### src/rtl/pdoc_pkg.sv
/*
 package of constants for the detector / output configuration block.
 assumes: single 20 MHz system clock, all users reference names as pdoc_pkg::name.
*/
package pdoc_pkg;
	// ----------------------------------------
	// clock and timing
	// ----------------------------------------
	localparam int CLK_PERIOD_NS = 50;
	localparam int PD_MIN_PULSE_NS = 100;
	localparam int PD_MIN_CYC = (PD_MIN_PULSE_NS + CLK_PERIOD_NS - 1) / CLK_PERIOD_NS;

	// ----------------------------------------
	// serial transfer lengths
	// ----------------------------------------
	localparam logic [4:0] LEN_CFG = 5'h08;
	localparam logic [4:0] LEN_RDIV_SHORT = 5'h0F;
	localparam logic [4:0] LEN_NDIV = 5'h10;
	localparam logic [4:0] LEN_RDIV_LONG = 5'h18;
	localparam logic [4:0] LEN_MAX = 5'h1F;

	// ----------------------------------------
	// configuration register fields
	// ----------------------------------------
	localparam int CFG_POL = 7;
	localparam int CFG_SEL = 6;
	localparam int CFG_LDE = 5;
	localparam int CFG_OSC_HI = 4;
	localparam int CFG_OSC_LO = 2;
	localparam int CFG_FVE = 1;
	localparam int CFG_FRE = 0;
	localparam logic [7:0] CFG_RESET = 8'h10;

	// ----------------------------------------
	// reference output select codes
	// ----------------------------------------
	localparam logic [2:0] OSC_OFF = 3'h0;
	localparam logic [2:0] OSC_DIV1 = 3'h1;
	localparam logic [2:0] OSC_DIV2 = 3'h2;
	localparam logic [2:0] OSC_DIV4 = 3'h3;
	localparam logic [2:0] OSC_DIV8A = 3'h4;
	localparam logic [2:0] OSC_DIV8B = 3'h6;

	// ----------------------------------------
	// divider widths and resets
	// ----------------------------------------
	localparam int RDIV_W = 15;
	localparam int NDIV_W = 16;
	localparam logic [14:0] RDIV_RESET = 15'h0001;
	localparam logic [15:0] NDIV_RESET = 16'h0028;
	localparam int SYNC_N = 5;
endpackage

### src/rtl/pdoc_phase_det.sv
/*
 phase/frequency detector with single- and double-ended outputs and lock indicator.
 assumes: r_evt and v_evt are one-cycle pulses on clk; jam clears detector state.
*/
`timescale 1ns/1ps
module pdoc_phase_det (
	input wire logic clk,
	input wire logic sys_rst,
	input wire logic jam,
	input wire logic r_evt,
	input wire logic v_evt,
	input wire logic detector_polarity,
	input wire logic sel,
	input wire logic lock_en,
	output logic ref_pump_out,
	output logic vco_pump_out,
	output logic se_out,
	output logic se_oe,
	output logic lock_out
);
	// ----------------------------------------
	// lead flags
	// ----------------------------------------
	logic r_q, v_q;
	logic [3:0] hold_q;
	wire both = r_q & v_q;
	wire hold_done = (hold_q == 4'(pdoc_pkg::PD_MIN_CYC - 1));
	wire v_low = detector_polarity ? r_q : v_q;
	wire r_low = detector_polarity ? v_q : r_q;

	// both flags stay set a minimum width, removing the dead zone
	always_ff @(posedge clk) begin
		if (sys_rst || jam) begin
			r_q <= 1'b0;
			v_q <= 1'b0;
			hold_q <= 4'h0;
		end else if (both && hold_done) begin
			r_q <= r_evt;
			v_q <= v_evt;
			hold_q <= 4'h0;
		end else begin
			r_q <= r_q | r_evt;
			v_q <= v_q | v_evt;
			hold_q <= both ? hold_q + 4'h1 : 4'h0;
		end
	end

	// ----------------------------------------
	// output stage
	// ----------------------------------------
	always_ff @(posedge clk) begin
		if (sys_rst) begin
			vco_pump_out <= 1'b1;
			ref_pump_out <= 1'b1;
			se_out <= 1'b1;
			se_oe <= 1'b0;
			lock_out <= 1'b0;
		end else begin
			vco_pump_out <= sel | ~v_low;
			ref_pump_out <= sel | ~r_low;
			se_oe <= sel & (r_q | v_q);
			se_out <= detector_polarity ^ (r_q & ~v_q);
			lock_out <= lock_en & ~(r_q | v_q);
		end
	end
endmodule

### src/rtl/pdoc_top.sv
/*
 serial-programmed configuration, dividers and output control of a pll synthesizer.
 assumes: serial pins, reference and vco inputs are asynchronous to clk and
 much slower than 20 MHz; a three-state pad merges se_detector_out with its enable.
*/
`timescale 1ns/1ps
// Overview of operation
// - polarity low: leading feedback pulses vco side low
// - locked: both pump outputs pulse low together briefly
// - polarity bit inverts and swaps detectors; resets low
// - select high: single-ended active, pumps high
// - lock indicator high when matched, pulses otherwise
// - lock indicator low unless enabled; enable resets low
// - three select bits pick reference output divider
// - reference output select resets to divide-by-8
// - two bits gate divided outputs, reset low
// - eight clocks store configuration byte only
// - 24 or 15 clocks store reference divider
// - sixteen clocks store feedback divider, jam counters
// - single-ended output pulses out of lock, else released
// - serial data out shifts on falling clock
// - each reference rising edge decrements reference counter, or reloads it from the divider at 1 or 0
// - enabled divided outputs idle low, pulse high
module pdoc_top (
	input wire logic clk,
	input wire logic sys_rst,
	input wire logic ser_clk,
	input wire logic ser_data_in,
	input wire logic ser_enable_n,
	input wire logic ref_osc_in,
	input wire logic feedback_in,
	output logic ser_data_out,
	output logic ref_clock_out,
	output logic ref_divided_out,
	output logic feedback_divided_out,
	output logic lock_indicator,
	output logic ref_side_pump_out,
	output logic vco_side_pump_out,
	output logic single_ended_detector_out,
	output logic single_ended_detector_oe
);
	// ----------------------------------------
	// input synchronisers
	// ----------------------------------------
	localparam int NS = pdoc_pkg::SYNC_N;
	// frame pin idles high: low reset stages would fake a transfer end
	localparam logic [NS-1:0] SYNC_IDLE = 5'h04;
	wire [NS-1:0] pins = {feedback_in, ref_osc_in, ser_enable_n, ser_data_in, ser_clk};
	logic [NS-1:0] meta_q, sync_q, prev_q;

	genvar gi;
	generate
		for (gi = 0; gi < NS; gi++) begin : g_sync
			always_ff @(posedge clk) begin
				if (sys_rst) begin
					meta_q[gi] <= SYNC_IDLE[gi];
					sync_q[gi] <= SYNC_IDLE[gi];
					prev_q[gi] <= SYNC_IDLE[gi];
				end else begin
					meta_q[gi] <= pins[gi];
					sync_q[gi] <= meta_q[gi];
					prev_q[gi] <= sync_q[gi];
				end
			end
		end
	endgenerate

	wire sclk_rise = sync_q[0] & ~prev_q[0];
	wire sclk_fall = ~sync_q[0] & prev_q[0];
	wire sdin = sync_q[1];
	wire enb_n = sync_q[2];
	wire enb_fall = ~sync_q[2] & prev_q[2];
	wire xfer_end = sync_q[2] & ~prev_q[2];
	wire ref_rise = sync_q[3] & ~prev_q[3];
	wire fb_rise = sync_q[4] & ~prev_q[4];

	// ----------------------------------------
	// serial shift register
	// ----------------------------------------
	logic [23:0] shift_q;
	logic [4:0] bits_q;

	always_ff @(posedge clk) begin
		if (sys_rst) begin
			shift_q <= 24'h000000;
			bits_q <= 5'h00;
		end else if (enb_fall) begin
			bits_q <= 5'h00;
		end else if (!enb_n && sclk_rise) begin
			shift_q <= {shift_q[22:0], sdin};
			bits_q <= (bits_q == pdoc_pkg::LEN_MAX) ? bits_q : bits_q + 5'h01;
		end
	end

	// half stage so the output changes on the falling edge
	always_ff @(posedge clk) begin
		if (sys_rst) begin
			ser_data_out <= 1'b0;
		end else if (sclk_fall) begin
			ser_data_out <= shift_q[15];
		end
	end

	// ----------------------------------------
	// destination decode
	// ----------------------------------------
	wire wr_cfg = xfer_end && bits_q == pdoc_pkg::LEN_CFG;
	wire wr_rdiv = xfer_end && (bits_q == pdoc_pkg::LEN_RDIV_SHORT
		|| bits_q == pdoc_pkg::LEN_RDIV_LONG);
	wire wr_ndiv = xfer_end && bits_q == pdoc_pkg::LEN_NDIV;

	// ----------------------------------------
	// registers
	// ----------------------------------------
	logic [7:0] synth_config_q;
	logic [pdoc_pkg::RDIV_W-1:0] rdiv_q;
	logic [pdoc_pkg::NDIV_W-1:0] ndiv_q;

	// other lengths are ignored: a garbled transfer must not retune the loop
	always_ff @(posedge clk) begin
		if (sys_rst) begin
			synth_config_q <= pdoc_pkg::CFG_RESET;
			rdiv_q <= pdoc_pkg::RDIV_RESET;
			ndiv_q <= pdoc_pkg::NDIV_RESET;
		end else begin
			if (wr_cfg) begin
				synth_config_q <= shift_q[7:0];
			end
			if (wr_rdiv) begin
				rdiv_q <= shift_q[pdoc_pkg::RDIV_W-1:0];
			end
			if (wr_ndiv) begin
				ndiv_q <= shift_q[pdoc_pkg::NDIV_W-1:0];
			end
		end
	end

	wire detector_polarity = synth_config_q[pdoc_pkg::CFG_POL];
	wire det_sel = synth_config_q[pdoc_pkg::CFG_SEL];
	wire lock_en = synth_config_q[pdoc_pkg::CFG_LDE];
	wire [2:0] osc_sel = synth_config_q[pdoc_pkg::CFG_OSC_HI:pdoc_pkg::CFG_OSC_LO];
	wire fv_en = synth_config_q[pdoc_pkg::CFG_FVE];
	wire fr_en = synth_config_q[pdoc_pkg::CFG_FRE];

	// ----------------------------------------
	// reference and feedback counters
	// ----------------------------------------
	logic [pdoc_pkg::RDIV_W-1:0] rcnt_q;
	logic [pdoc_pkg::NDIV_W-1:0] ncnt_q;
	wire r_wrap = rcnt_q <= pdoc_pkg::RDIV_W'(1);
	wire n_wrap = ncnt_q <= pdoc_pkg::NDIV_W'(1);
	wire r_evt = ref_rise & r_wrap & ~wr_ndiv;
	wire v_evt = fb_rise & n_wrap & ~wr_ndiv;

	always_ff @(posedge clk) begin
		if (sys_rst) begin
			rcnt_q <= pdoc_pkg::RDIV_RESET;
			ncnt_q <= pdoc_pkg::NDIV_RESET;
		end else if (wr_ndiv) begin
			rcnt_q <= rdiv_q;
			ncnt_q <= shift_q[pdoc_pkg::NDIV_W-1:0];
		end else begin
			if (ref_rise) begin
				rcnt_q <= r_wrap ? rdiv_q : rcnt_q - pdoc_pkg::RDIV_W'(1);
			end
			if (fb_rise) begin
				ncnt_q <= n_wrap ? ndiv_q : ncnt_q - pdoc_pkg::NDIV_W'(1);
			end
		end
	end

	// ----------------------------------------
	// divided outputs
	// ----------------------------------------
	logic fr_q, fv_q;

	// one input period wide high pulse, low otherwise
	always_ff @(posedge clk) begin
		if (sys_rst) begin
			fr_q <= 1'b0;
			fv_q <= 1'b0;
		end else begin
			fr_q <= fr_en & (r_evt | (fr_q & ~ref_rise));
			fv_q <= fv_en & (v_evt | (fv_q & ~fb_rise));
		end
	end
	assign ref_divided_out = fr_q;
	assign feedback_divided_out = fv_q;

	// ----------------------------------------
	// reference output prescaler
	// ----------------------------------------
	logic [3:0] pre_q;
	logic ref_clock_out_q;

	always_ff @(posedge clk) begin
		if (sys_rst) begin
			pre_q <= 4'h0;
		end else if (ref_rise) begin
			pre_q <= pre_q + 4'h1;
		end
	end

	// codes 110 and 111 alias divide-by-8 and divide-by-16
	always_ff @(posedge clk) begin
		if (sys_rst) begin
			ref_clock_out_q <= 1'b0;
		end else begin
			case (osc_sel)
				pdoc_pkg::OSC_OFF: ref_clock_out_q <= 1'b0;
				pdoc_pkg::OSC_DIV1: ref_clock_out_q <= sync_q[3];
				pdoc_pkg::OSC_DIV2: ref_clock_out_q <= pre_q[0];
				pdoc_pkg::OSC_DIV4: ref_clock_out_q <= pre_q[1];
				pdoc_pkg::OSC_DIV8A, pdoc_pkg::OSC_DIV8B: ref_clock_out_q <= pre_q[2];
				default: ref_clock_out_q <= pre_q[3];
			endcase
		end
	end
	assign ref_clock_out = ref_clock_out_q;

	// ----------------------------------------
	// phase detectors
	// ----------------------------------------
	pdoc_phase_det u_det (
		.clk(clk),
		.sys_rst(sys_rst),
		.jam(wr_ndiv),
		.r_evt(r_evt),
		.v_evt(v_evt),
		.detector_polarity(detector_polarity),
		.sel(det_sel),
		.lock_en(lock_en),
		.ref_pump_out(ref_side_pump_out),
		.vco_pump_out(vco_side_pump_out),
		.se_out(single_ended_detector_out),
		.se_oe(single_ended_detector_oe),
		.lock_out(lock_indicator)
	);
endmodule

### config.mk
export PLATFORM = sky130hd
export DESIGN_NAME = pdoc_top
export DESIGN_NICKNAME = d
export VERILOG_FILES = /design/src/rtl/pdoc_pkg.sv /design/src/rtl/pdoc_phase_det.sv /design/src/rtl/pdoc_top.sv
export SDC_FILE = /design/constraint.sdc
export NUM_CORES = 1
export LEC_CHECK = 0
export BUFFER_PORTS_ARGS = -buffer_cell sky130_fd_sc_hd__buf_2
export CAP_MARGIN = 20
export CORE_ASPECT_RATIO = 1.4
export CORE_MARGIN = 2
export CORE_UTILIZATION = 55
export CTS_BUF_LIST = sky130_fd_sc_hd__clkbuf_4 sky130_fd_sc_hd__clkbuf_8
export DETAILED_ROUTE_END_ITERATION = 16
export PLACE_DENSITY = 0.79
export SLEW_MARGIN = 30
export SYNTH_ARGS = -nofsm -noshare
export SYNTH_HDL_FRONTEND = slang
export SYNTH_SLANG_ARGS = --single-unit
### constraint.sdc
create_clock -name clk -period 3.1 [get_ports clk]
set_input_delay 0 -clock clk [delete_from_list [all_inputs] [get_ports clk]]
set_output_delay 0 -clock clk [all_outputs]
set_load 0.1 [all_outputs]
==> impl_metrics.py, run 1 <==
metrics = {
    "outcome": {
        "outcome": "finished, final reports clean",
    },
    "floorplan": {
        "die_width_um": 88.1,
        "dieArea_sq_um": 10700,
        "num_rows": 42,
        "design.core.area_sq_um": 9560,
        "ios": 16,
        "start_util_pct": 56.9,
        "die_h_um": 122,
    },
    "synthesis": {
        "synth_commonest_cells": "dfxtp_1 (124), nand2_1 (93), nor2_1 (69)",
        "synth-simple-area-share_pct": 23.0,
        "synth_area_leader_cell": "dfxtp_1",
        "yosysWarnings": 0,
        "synth-adder-area-share_pct": 2.30,
        "synthMuxAreaShare_pct": 6.58,
        "syn_inst": 635,
        "synth_fp_nets": 652,
        "synth_cell_types": 60,
        "synth_compound_area_share_pct": 15.4,
        "yosysTopAreaCellShare_pct": 45.6,
        "synth_top_family_by_area": "simple AND/OR/NAND/NOR gates",
        "ys_ff_latch": 124,
        "synthArstFlopShare_pct": 0,
        "yosysMostFrequentCell": "dfxtp_1",
        "ys_seq_area_share_pct": 45.6,
        "synth_edf_count": 0,
        "syn_area_per_cell_sq_um": 8.57,
        "synth_xor_area_share_pct": 2.74,
        "synth_area_sq_um": 5440,
        "synth.area.top_cells": "dfxtp_1 (46%), nand2_1 (6.4%), mux2i_1 (5.9%), nor2_1 (4.8%), a21oi_1 (4.1%)",
        "ys.flop_type": "dfxtp_1",
    },
    "timing": {
        "finalCritPeriodShare_pct": 93.3,
        "slew_viol_final": 0,
        "timing_hold_violations_final": 0,
        "fmax_ghz": 0.346,
        "setup-tns-final_ns": 0,
        "period_needed_ns": 2.89,
        "rsz0062_at_grt": "false",
        "setup_viol": 0,
        "tightest_slew_ns": 0.896,
        "slew-limit-headroom_pct": 39.9,
        "fin_hold_ws_ns": 0.105,
        "worst_clock_skew_ns": 0.0103,
    },
    "setup_path": {
        "worstRegToRegCells": 6,
        "path_class": "reg -> reg",
        "worstPathArrival_ns": 3.24,
        "worstPathMaxFanout": 10,
        "crit_required_ns": 3.45,
        "cp-start-kind": "register",
        "cp-end-kind": "register",
    },
    "power_and_ir_drop": {
        "switching_power_uw": 813,
        "combPwrFrac_pct": 7.0,
        "powerDensity_nw_per_um2": 560,
        "ir_drop_v": 0.000401,
        "sw_frac_of_total_pct": 23.7,
        "p_leak_uw": 0.00231,
        "p_clk_share_pct": 45.1,
        "intPower_uw": 2620,
        "pwr-share-seq_pct": 47.9,
    },
    "clock_network": {
        "cts_sinks": 124,
        "cts_tree": "built",
        "cts_hold_buf": 5,
        "path_clk_slew_ns": 0.07,
        "cts_buffers": 17,
        "clockRootBuffer": "clkbuf_8",
        "cts_resized": 0,
        "cts.path.max_buffers": 2,
        "htreeDepth": 4,
        "postCtsSetupBuffers": 0,
        "clk_latency_ns": 0.44,
    },
    "routing": {
        "routed-via-count": 4661,
        "wl_um": 12700,
        "via_per_inst": 5.89,
        "wl_per_cell_um": 16.1,
        "postRouteAntennaNets": 0,
        "dr.first_iter.drc_count": 328,
        "remaining_drc_errors": 0,
        "first_pass_iters": 5,
    },
    "cells_and_area": {
        "antenna_cells": 0,
        "drive_gt1_share_pct": 11.5,
        "syn_to_final_growth_pct": 12.8,
        "fin_util_pct": 64.2,
        "fin_nets": 664,
        "layoutNonFillerInstCount": 791,
    },
    "grt": {
        "antenna_found_initial": 0,
        "first_global_vias": 4504,
        "grt-ovfl-total": 0,
        "grt_pass1_wl_um": 21100,
        "grt_max_degree": 58,
        "grtUsageTotal_pct": 25.3,
    },
    "place": {
        "dpl.hpwl_um": 8410,
        "gp_congestion": 0.876,
        "port_buffers": 15,
        "placed_cells": 755,
    },
    "min_path": {
        "hold_class": "in -> reg",
        "min_path_cells": 3,
    },
    "run": {
        "cap_violations": 0,
    },
}
[critical path, cell delays in order, from the launching register on]
cell and delay (ns):
dfxtp_1 0.36, or4_1 0.60, or4_4 0.55, or3_1 0.58, buf_4 0.25, mux2_2 0.27, o211ai_1 0.20
[metal layers]
metal,track usage (%),part of all wire (%),vias to the layer above
met1,29.9,41,2235
met5,0,0,-
met4,12.2,2.7,0
li1,-,-,2255
met2,42.7,52,139
met3,5.76,4.0,32
[per-stage QoR]
stage | total power [uW] | worst slack (ns) | cell area (sq um)
global route | 3560 | 0.150 | 6140
detailed placement | 1910 | 0.291 | 5650
finish | 3430 | 0.208 | 6140
global placement | 1900 | 0.331 | 5650
floorplan | 1850 | 0.424 | 5440
CTS | 3440 | 0.218 | 6140
[placed cells by master, fill, tap and decap left out, drive strengths merged, types with 4 or more instances in the layout]
cell type	n
xnor2	5
a21boi	5
or2	4
bufinv	4
nor2b	16
nand3	9
o211ai	5
clkbuf	20
ha	10
and3	5
nand2b	11
a21oi	45
xor2	12
nand4	8
nor3	11
buf	32
dlygate4sd3	5
or3	7
or4	8
a31oi	9
nand2	93
mux2i	32
o21ai	21
inv	14
nor4	7
nor2	69
a211oi	4
a311oi	4
a22oi	4
dfxtp	124
o32ai	6
[worst paths after layout]
check        slack (ns)                    from                              to
max                0.21  ncnt_q[8]$_SDFFE_PP0P_          ncnt_q[3]$_SDFFE_PP1P_
min                0.11                 sys_rst  synth_config_q[6]$_SDFFE_PP0P_
max reg2reg        0.21  ncnt_q[8]$_SDFFE_PP0P_          ncnt_q[3]$_SDFFE_PP1P_
min reg2reg        0.42    meta_q[2]$_SDFF_PP1_                enb_n$_SDFF_PP1_
[power by group through the flow]
stage	registers, uW	logic [uW]	clock network, uW
floorplan	1680	172	0
global placement	1680	224	0
detailed placement	1680	230	0
CTS	1640	238	1560
global route	1650	265	1650
finish	1640	242	1550
[final cells by class]
type,instances,area [sq um]
clock buffers,20,269
multi-input cells,454,2740
flip-flops and latches,124,2480
fillers,804,3430
inverters,13,48.8
repair buffers,37,265
clock inverters,11,166
well taps,132,165
[flip-flops by register name (all words and copies together) (netlist names), 3 cells and up]
signal          cells
meta_q              5
shift_q            16
bits_q              5
ndiv_q             16
u_det.hold_q        4
synth_config_q      8
pre_q               4
rcnt_q             15
sync_q              3
rdiv_q             15
prev_q              4
ncnt_q             16
[cells by family (layout without fill, tap and decap cells)]
family / Yosys count / after routing
fa+ha+maj: 10 / 10
simple gates: 262 / 262
flops: 124 / 124
compound gates: 130 / 130
mux: 35 / 35
xor+xnor: 17 / 17
buf+inv: 57 / 81
Note: power is estimated with default switching activity, not from simulation.
==> inputs of run 2 (changes only) <==
--- a/config.mk
+++ b/config.mk
@@ -7,7 +7,6 @@
 export LEC_CHECK = 0
 export BUFFER_PORTS_ARGS = -buffer_cell sky130_fd_sc_hd__buf_2
 export CAP_MARGIN = 20
-export CORE_ASPECT_RATIO = 1.4
 export CORE_MARGIN = 2
 export CORE_UTILIZATION = 55
 export CTS_BUF_LIST = sky130_fd_sc_hd__clkbuf_4 sky130_fd_sc_hd__clkbuf_8
==> impl_metrics.py, run 2 (synthesized netlist as in run 1, its figures left out) <==
metrics = {
    "timing": {
        "worst_clock_skew_ns": 0.00817,
        "setup_viol": 0,
        "fin_ws_ns": 0.330,
        "finalCritPeriodShare_pct": 89.4,
        "slew-limit-headroom_pct": 41.3,
        "fmax_ghz": 0.361,
        "setup-tns-final_ns": 0,
        "rsz0062_at_grt": "false",
        "period_needed_ns": 2.77,
        "timing_hold_violations_final": 0,
        "tightest_slew_ns": 0.879,
        "slew_viol_final": 0,
    },
    "clock_network": {
        "cts_tree": "built",
        "clk_latency_ns": 0.45,
        "htreeDepth": 4,
        "path_clk_slew_ns": 0.07,
        "cts.path.max_buffers": 2,
        "cts_sinks": 124,
        "clockRootBuffer": "clkbuf_8",
        "cts_buffers": 17,
    },
    "grt": {
        "first_global_vias": 4384,
        "grt-ovfl-total": 0,
        "grtUsageTotal_pct": 25.6,
        "grt_use_met2_pct": 41.2,
        "met1_usage_pct": 32.4,
        "gr-usage-met3_pct": 7.19,
        "antenna_found_initial": 0,
        "grt_max_degree": 40,
        "top_usage_layer": "met2",
        "grt_pass1_wl_um": 21000,
    },
    "power_and_ir_drop": {
        "combPwrFrac_pct": 7.3,
        "switching_power_uw": 850,
        "intPower_uw": 2510,
        "p_clk_share_pct": 43.8,
        "pwr-share-seq_pct": 49.0,
        "sw_frac_of_total_pct": 25.3,
        "ir_drop_v": 0.000341,
        "p_leak_uw": 0.00231,
        "powerDensity_nw_per_um2": 547,
    },
    "run": {
        "cap_violations": 0,
    },
    "floorplan": {
        "die_width_um": 103,
        "dieArea_sq_um": 10700,
        "start_util_pct": 56.2,
        "ios": 16,
        "design.core.area_sq_um": 9680,
        "die_h_um": 103,
        "num_rows": 36,
    },
    "cells_and_area": {
        "fin_nets": 666,
        "layoutNonFillerInstCount": 795,
        "syn_to_final_growth_pct": 12.8,
        "layout_commonest_cell": "dfxtp_1",
        "antenna_cells": 0,
        "drive_gt1_share_pct": 11.5,
        "layout_common_cells": "dfxtp_1 (124), nand2_1 (93), nor2_1 (69)",
        "top_regs": "ncnt_q: 16 flops, ndiv_q: 16 flops, shift_q: 16 flops",
    },
    "setup_path": {
        "worstPathMaxFanout": 8,
        "cp-end-kind": "register",
        "cp-start-kind": "register",
        "crit_required_ns": 3.48,
        "worstPathArrival_ns": 3.15,
        "path_class": "reg -> reg",
    },
    "routing": {
        "dr.first_iter.drc_count": 354,
        "routed-via-count": 4659,
        "postRouteAntennaNets": 0,
        "first_pass_iters": 5,
        "wl_um": 12700,
        "via_per_inst": 5.86,
        "remaining_drc_errors": 0,
        "wl_per_cell_um": 16.0,
    },
    "place": {
        "gp_congestion": 0.877,
        "place_worst_setup_slack_ns": 0.374,
        "placed_cells": 755,
        "dpl.hpwl_um": 8300,
        "port_buffers": 15,
    },
    "outcome": {
        "outcome": "finished, final reports clean",
    },
    "min_path": {
        "hold_class": "in -> reg",
    },
}
## run 2: changes by cell type in the layout (fill, tap and decap cells not counted), sizes merged
cell / change
clkinvlp: +1
inv: +1
clkbuf: -2
bufinv: -1
buf: -1
dlygate4sd3: +3
clkinv: +2
## run 2: timing repair
item                                   in CTS  in global routing
hold buffers                                8                  0
gates resized for setup                     0                  0
buffers inserted                            0                  0
setup endpoints to repair                   0                  0
endpoints found under the hold margin      19                  0
## run 2: worst paths after layout
path	depth (start not counted)	endpoint	slack, ns	from
worst min-delay path	3	meta_q[2]$_SDFF_PP1_	0.28	ser_enable_n
worst max register to register	6	ncnt_q[3]$_SDFFE_PP1P_	0.33	ncnt_q[8]$_SDFFE_PP0P_
worst min register to register	1	enb_n$_SDFF_PP1_	0.42	meta_q[2]$_SDFF_PP1_
worst max-delay path	6	ncnt_q[3]$_SDFFE_PP1P_	0.33	ncnt_q[8]$_SDFFE_PP0P_
## run 2: worst max-delay path: stages (launching register included)
cell,delay (ns)
dfxtp_1,0.36
or4_1,0.59
or4_4,0.55
or3_1,0.53
buf_4,0.23
mux2_2,0.27
o211ai_1,0.16
## run 2: per-stage QoR
stage          util [%]  power [uW]  hold WS (ns)  cell area [sq um]
2_1_floorplan         -        1850         0.104               5440
3_3_place_gp       58.3        1900         0.185               5640
3_5_place_dp       58.3        1910         0.192               5640
4_1_cts            63.4        3370         0.252               6140
5_1_grt            63.4        3470         0.298               6140
6_report           63.4        3360         0.277               6140
## run 2: area by class of cell
| cell class | count | area (sq um) |
|---|---|---|
| Inverter | 13 | 48.8 |
| Clock inverter | 14 | 170 |
| Multi-Input combinational cell | 454 | 2740 |
| Clock buffer | 18 | 241 |
| Timing Repair Buffer | 39 | 288 |
| Tap cell | 133 | 166 |
| Fill cell | 816 | 3550 |
| Sequential cell | 124 | 2480 |
## run 2: routing by layer
metal  vias up  part of all wire, %
li1       2260                    -
met1      2224                   44
met2       152                   48
met3        23                  6.3
met4         0                  2.0
met5         -                    0
## run 2: power by group through the flow
| stage | clock, uW | combinational, uW | sequential [uW] |
|---|---|---|---|
| 2_1_floorplan | 0 | 172 | 1680 |
| 3_3_place_gp | 0 | 225 | 1680 |
| 3_5_place_dp | 0 | 229 | 1680 |
| 4_1_cts | 1490 | 240 | 1640 |
| 5_1_grt | 1560 | 268 | 1650 |
| 6_report | 1470 | 244 | 1640 |
==> inputs of run 3 (changes only) <==
--- a/config.mk
+++ b/config.mk
@@ -10,6 +10,7 @@
 export CORE_MARGIN = 2
 export CORE_UTILIZATION = 55
 export CTS_BUF_LIST = sky130_fd_sc_hd__clkbuf_4 sky130_fd_sc_hd__clkbuf_8
+export CTS_CLUSTER_DIAMETER = 50
 export DETAILED_ROUTE_END_ITERATION = 16
 export PLACE_DENSITY = 0.79
 export SLEW_MARGIN = 30
==> constraint.sdc (replaced) <==
create_clock -name clk -period 2.55 [get_ports clk]
set_input_delay 0 -clock clk [delete_from_list [all_inputs] [get_ports clk]]
set_output_delay 0 -clock clk [all_outputs]
set_load 0.1 [all_outputs]
==> impl_metrics.py, run 3 (synthesized netlist as in run 1, its figures left out) <==
metrics = {
    "outcome": {
        "outcome": "finished, final reports clean",
    },
    "setup_path": {
        "crit_required_ns": 2.91,
        "worstPathMaxFanout": 6,
        "cp-start-kind": "register",
        "path_class": "reg -> reg",
        "reg2reg_setup_slack_ns": 0.12,
        "worstPathArrival_ns": 2.79,
        "cp-end-kind": "register",
    },
    "routing": {
        "routed-via-count": 4680,
        "wl_um": 12800,
        "via_per_inst": 5.84,
        "postRouteAntennaNets": 0,
        "dr.first_iter.drc_count": 382,
        "first_pass_iters": 5,
        "remaining_drc_errors": 0,
        "wl_per_cell_um": 15.9,
    },
    "timing": {
        "setup_viol": 0,
        "finalCritPeriodShare_pct": 95.2,
        "slew_viol_final": 0,
        "tightest_slew_ns": 0.780,
        "fmax_ghz": 0.412,
        "timing_hold_violations_final": 0,
        "period_needed_ns": 2.43,
        "slew-limit-headroom_pct": 48.0,
        "fin_hold_ws_ns": 0.289,
        "rsz0062_at_grt": "false",
        "setup-tns-final_ns": 0,
        "worst_clock_skew_ns": 0.00789,
    },
    "grt": {
        "grt_max_degree": 92,
        "grt_pass1_wl_um": 21100,
        "antenna_found_initial": 0,
        "grtUsageTotal_pct": 25.6,
        "grt-ovfl-total": 0,
        "first_global_vias": 4353,
    },
    "cells_and_area": {
        "fin_area_sq_um": 6210,
        "drive_gt1_share_pct": 13.3,
        "fin_nets": 673,
        "top_regs": "ncnt_q: 16 flops, ndiv_q: 16 flops, shift_q: 16 flops",
        "layout_commonest_cell": "dfxtp_1",
        "layoutNonFillerInstCount": 801,
        "layout_common_cells": "dfxtp_1 (122), nand2_1 (93), nor2_1 (69)",
        "syn_to_final_growth_pct": 14.1,
        "antenna_cells": 0,
    },
    "floorplan": {
        "die_width_um": 103,
        "die_h_um": 103,
        "num_rows": 36,
        "design.core.area_sq_um": 9680,
        "dieArea_sq_um": 10700,
        "start_util_pct": 56.2,
        "ios": 16,
    },
    "clock_network": {
        "htreeDepth": 4,
        "path_clk_slew_ns": 0.07,
        "clockRootBuffer": "clkbuf_8",
        "postCtsSetupBuffers": 0,
        "cts_sinks": 124,
        "cts_tree": "built",
        "cts_buffers": 17,
        "clk_latency_ns": 0.44,
        "cts.path.max_buffers": 2,
    },
    "place": {
        "port_buffers": 15,
        "placed_area_sq_um": 5730,
        "dpl.hpwl_um": 8300,
        "gp_congestion": 0.899,
        "placed_cells": 764,
    },
    "power_and_ir_drop": {
        "p_leak_uw": 0.00235,
        "ir_drop_v": 0.000375,
        "powerDensity_nw_per_um2": 650,
        "total_power_uw": 4030,
    },
    "run": {
        "cap_violations": 0,
    },
    "min_path": {
        "hold_class": "in -> reg",
    },
}
-- run 3: cell types whose count changed in the layout (fill, tap and decap cells not counted), sizes merged --
cell / change
dlygate4sd3: -2
buf: +9
clkbuf: +3
clkinvlp: -1
inv: -2
bufinv: -1
-- run 3: per-layer routing --
metal	vias to the layer above	GRT usage [%]	wire, um
met5	-	0	0
met4	0	10.9	345
met3	29	7.19	821
met2	181	41.0	6180
met1	2204	32.3	5420
li1	2266	-	-
-- run 3: critical path, cell delays in order (launching register included) --
cell and delay (ns):
dfxtp_1 0.33, or4_1 0.54, or4_4 0.50, or3_4 0.39
buf_4 0.18, mux2_2 0.26, o211ai_1 0.16
-- run 3: area by class of cell --
type | instances | area, sq um
timing repair buffer | 46 | 348
clock buffer | 21 | 289
clock inverter | 10 | 115
inverter | 13 | 48.8
tap | 133 | 166
sequential | 124 | 2480
multi-input combinational | 454 | 2760
fill | 801 | 3480
-- run 3: stage by stage --
step | worst slack [ns] | utilization, %
after CTS | 0.0737 | 64.0
after global placement | 0.0368 | 59.1
after global routing | 0.0603 | 64.1
final | 0.123 | 64.1
after floorplan | -0.0976 | -
after detailed placement | 0.0158 | 59.1
-- run 3: path summary, 6_finish.rpt --
path | cells after the start | to | start
min | 3 | meta_q[2]$_SDFF_PP1_ | ser_enable_n
min reg2reg | 1 | enb_n$_SDFF_PP1_ | meta_q[2]$_SDFF_PP1_
max | 6 | ncnt_q[3]$_SDFFE_PP1P_ | ncnt_q[9]$_SDFFE_PP0P_
max reg2reg | 6 | ncnt_q[3]$_SDFFE_PP1P_ | ncnt_q[9]$_SDFFE_PP0P_
-- run 3: repair_timing --
item / CTS / global route
setup endpoints to repair: 3 / 3
hold endpoints to repair: 9 / 0
hold buffers: 6 / 0
pin swaps: 0 / 1
resized for setup: 1 / 2
-- run 3: where the power goes --
part / internal (uW) / switching [uW] / leakage [uW] / total [uW]
clock network: 963 / 763 / 0.000200 / 1730
logic: 109 / 199 / 0.00114 / 308
registers: 1970 / 30.2 / 0.00100 / 2000
total: 3040 / 993 / 0.00235 / 4030
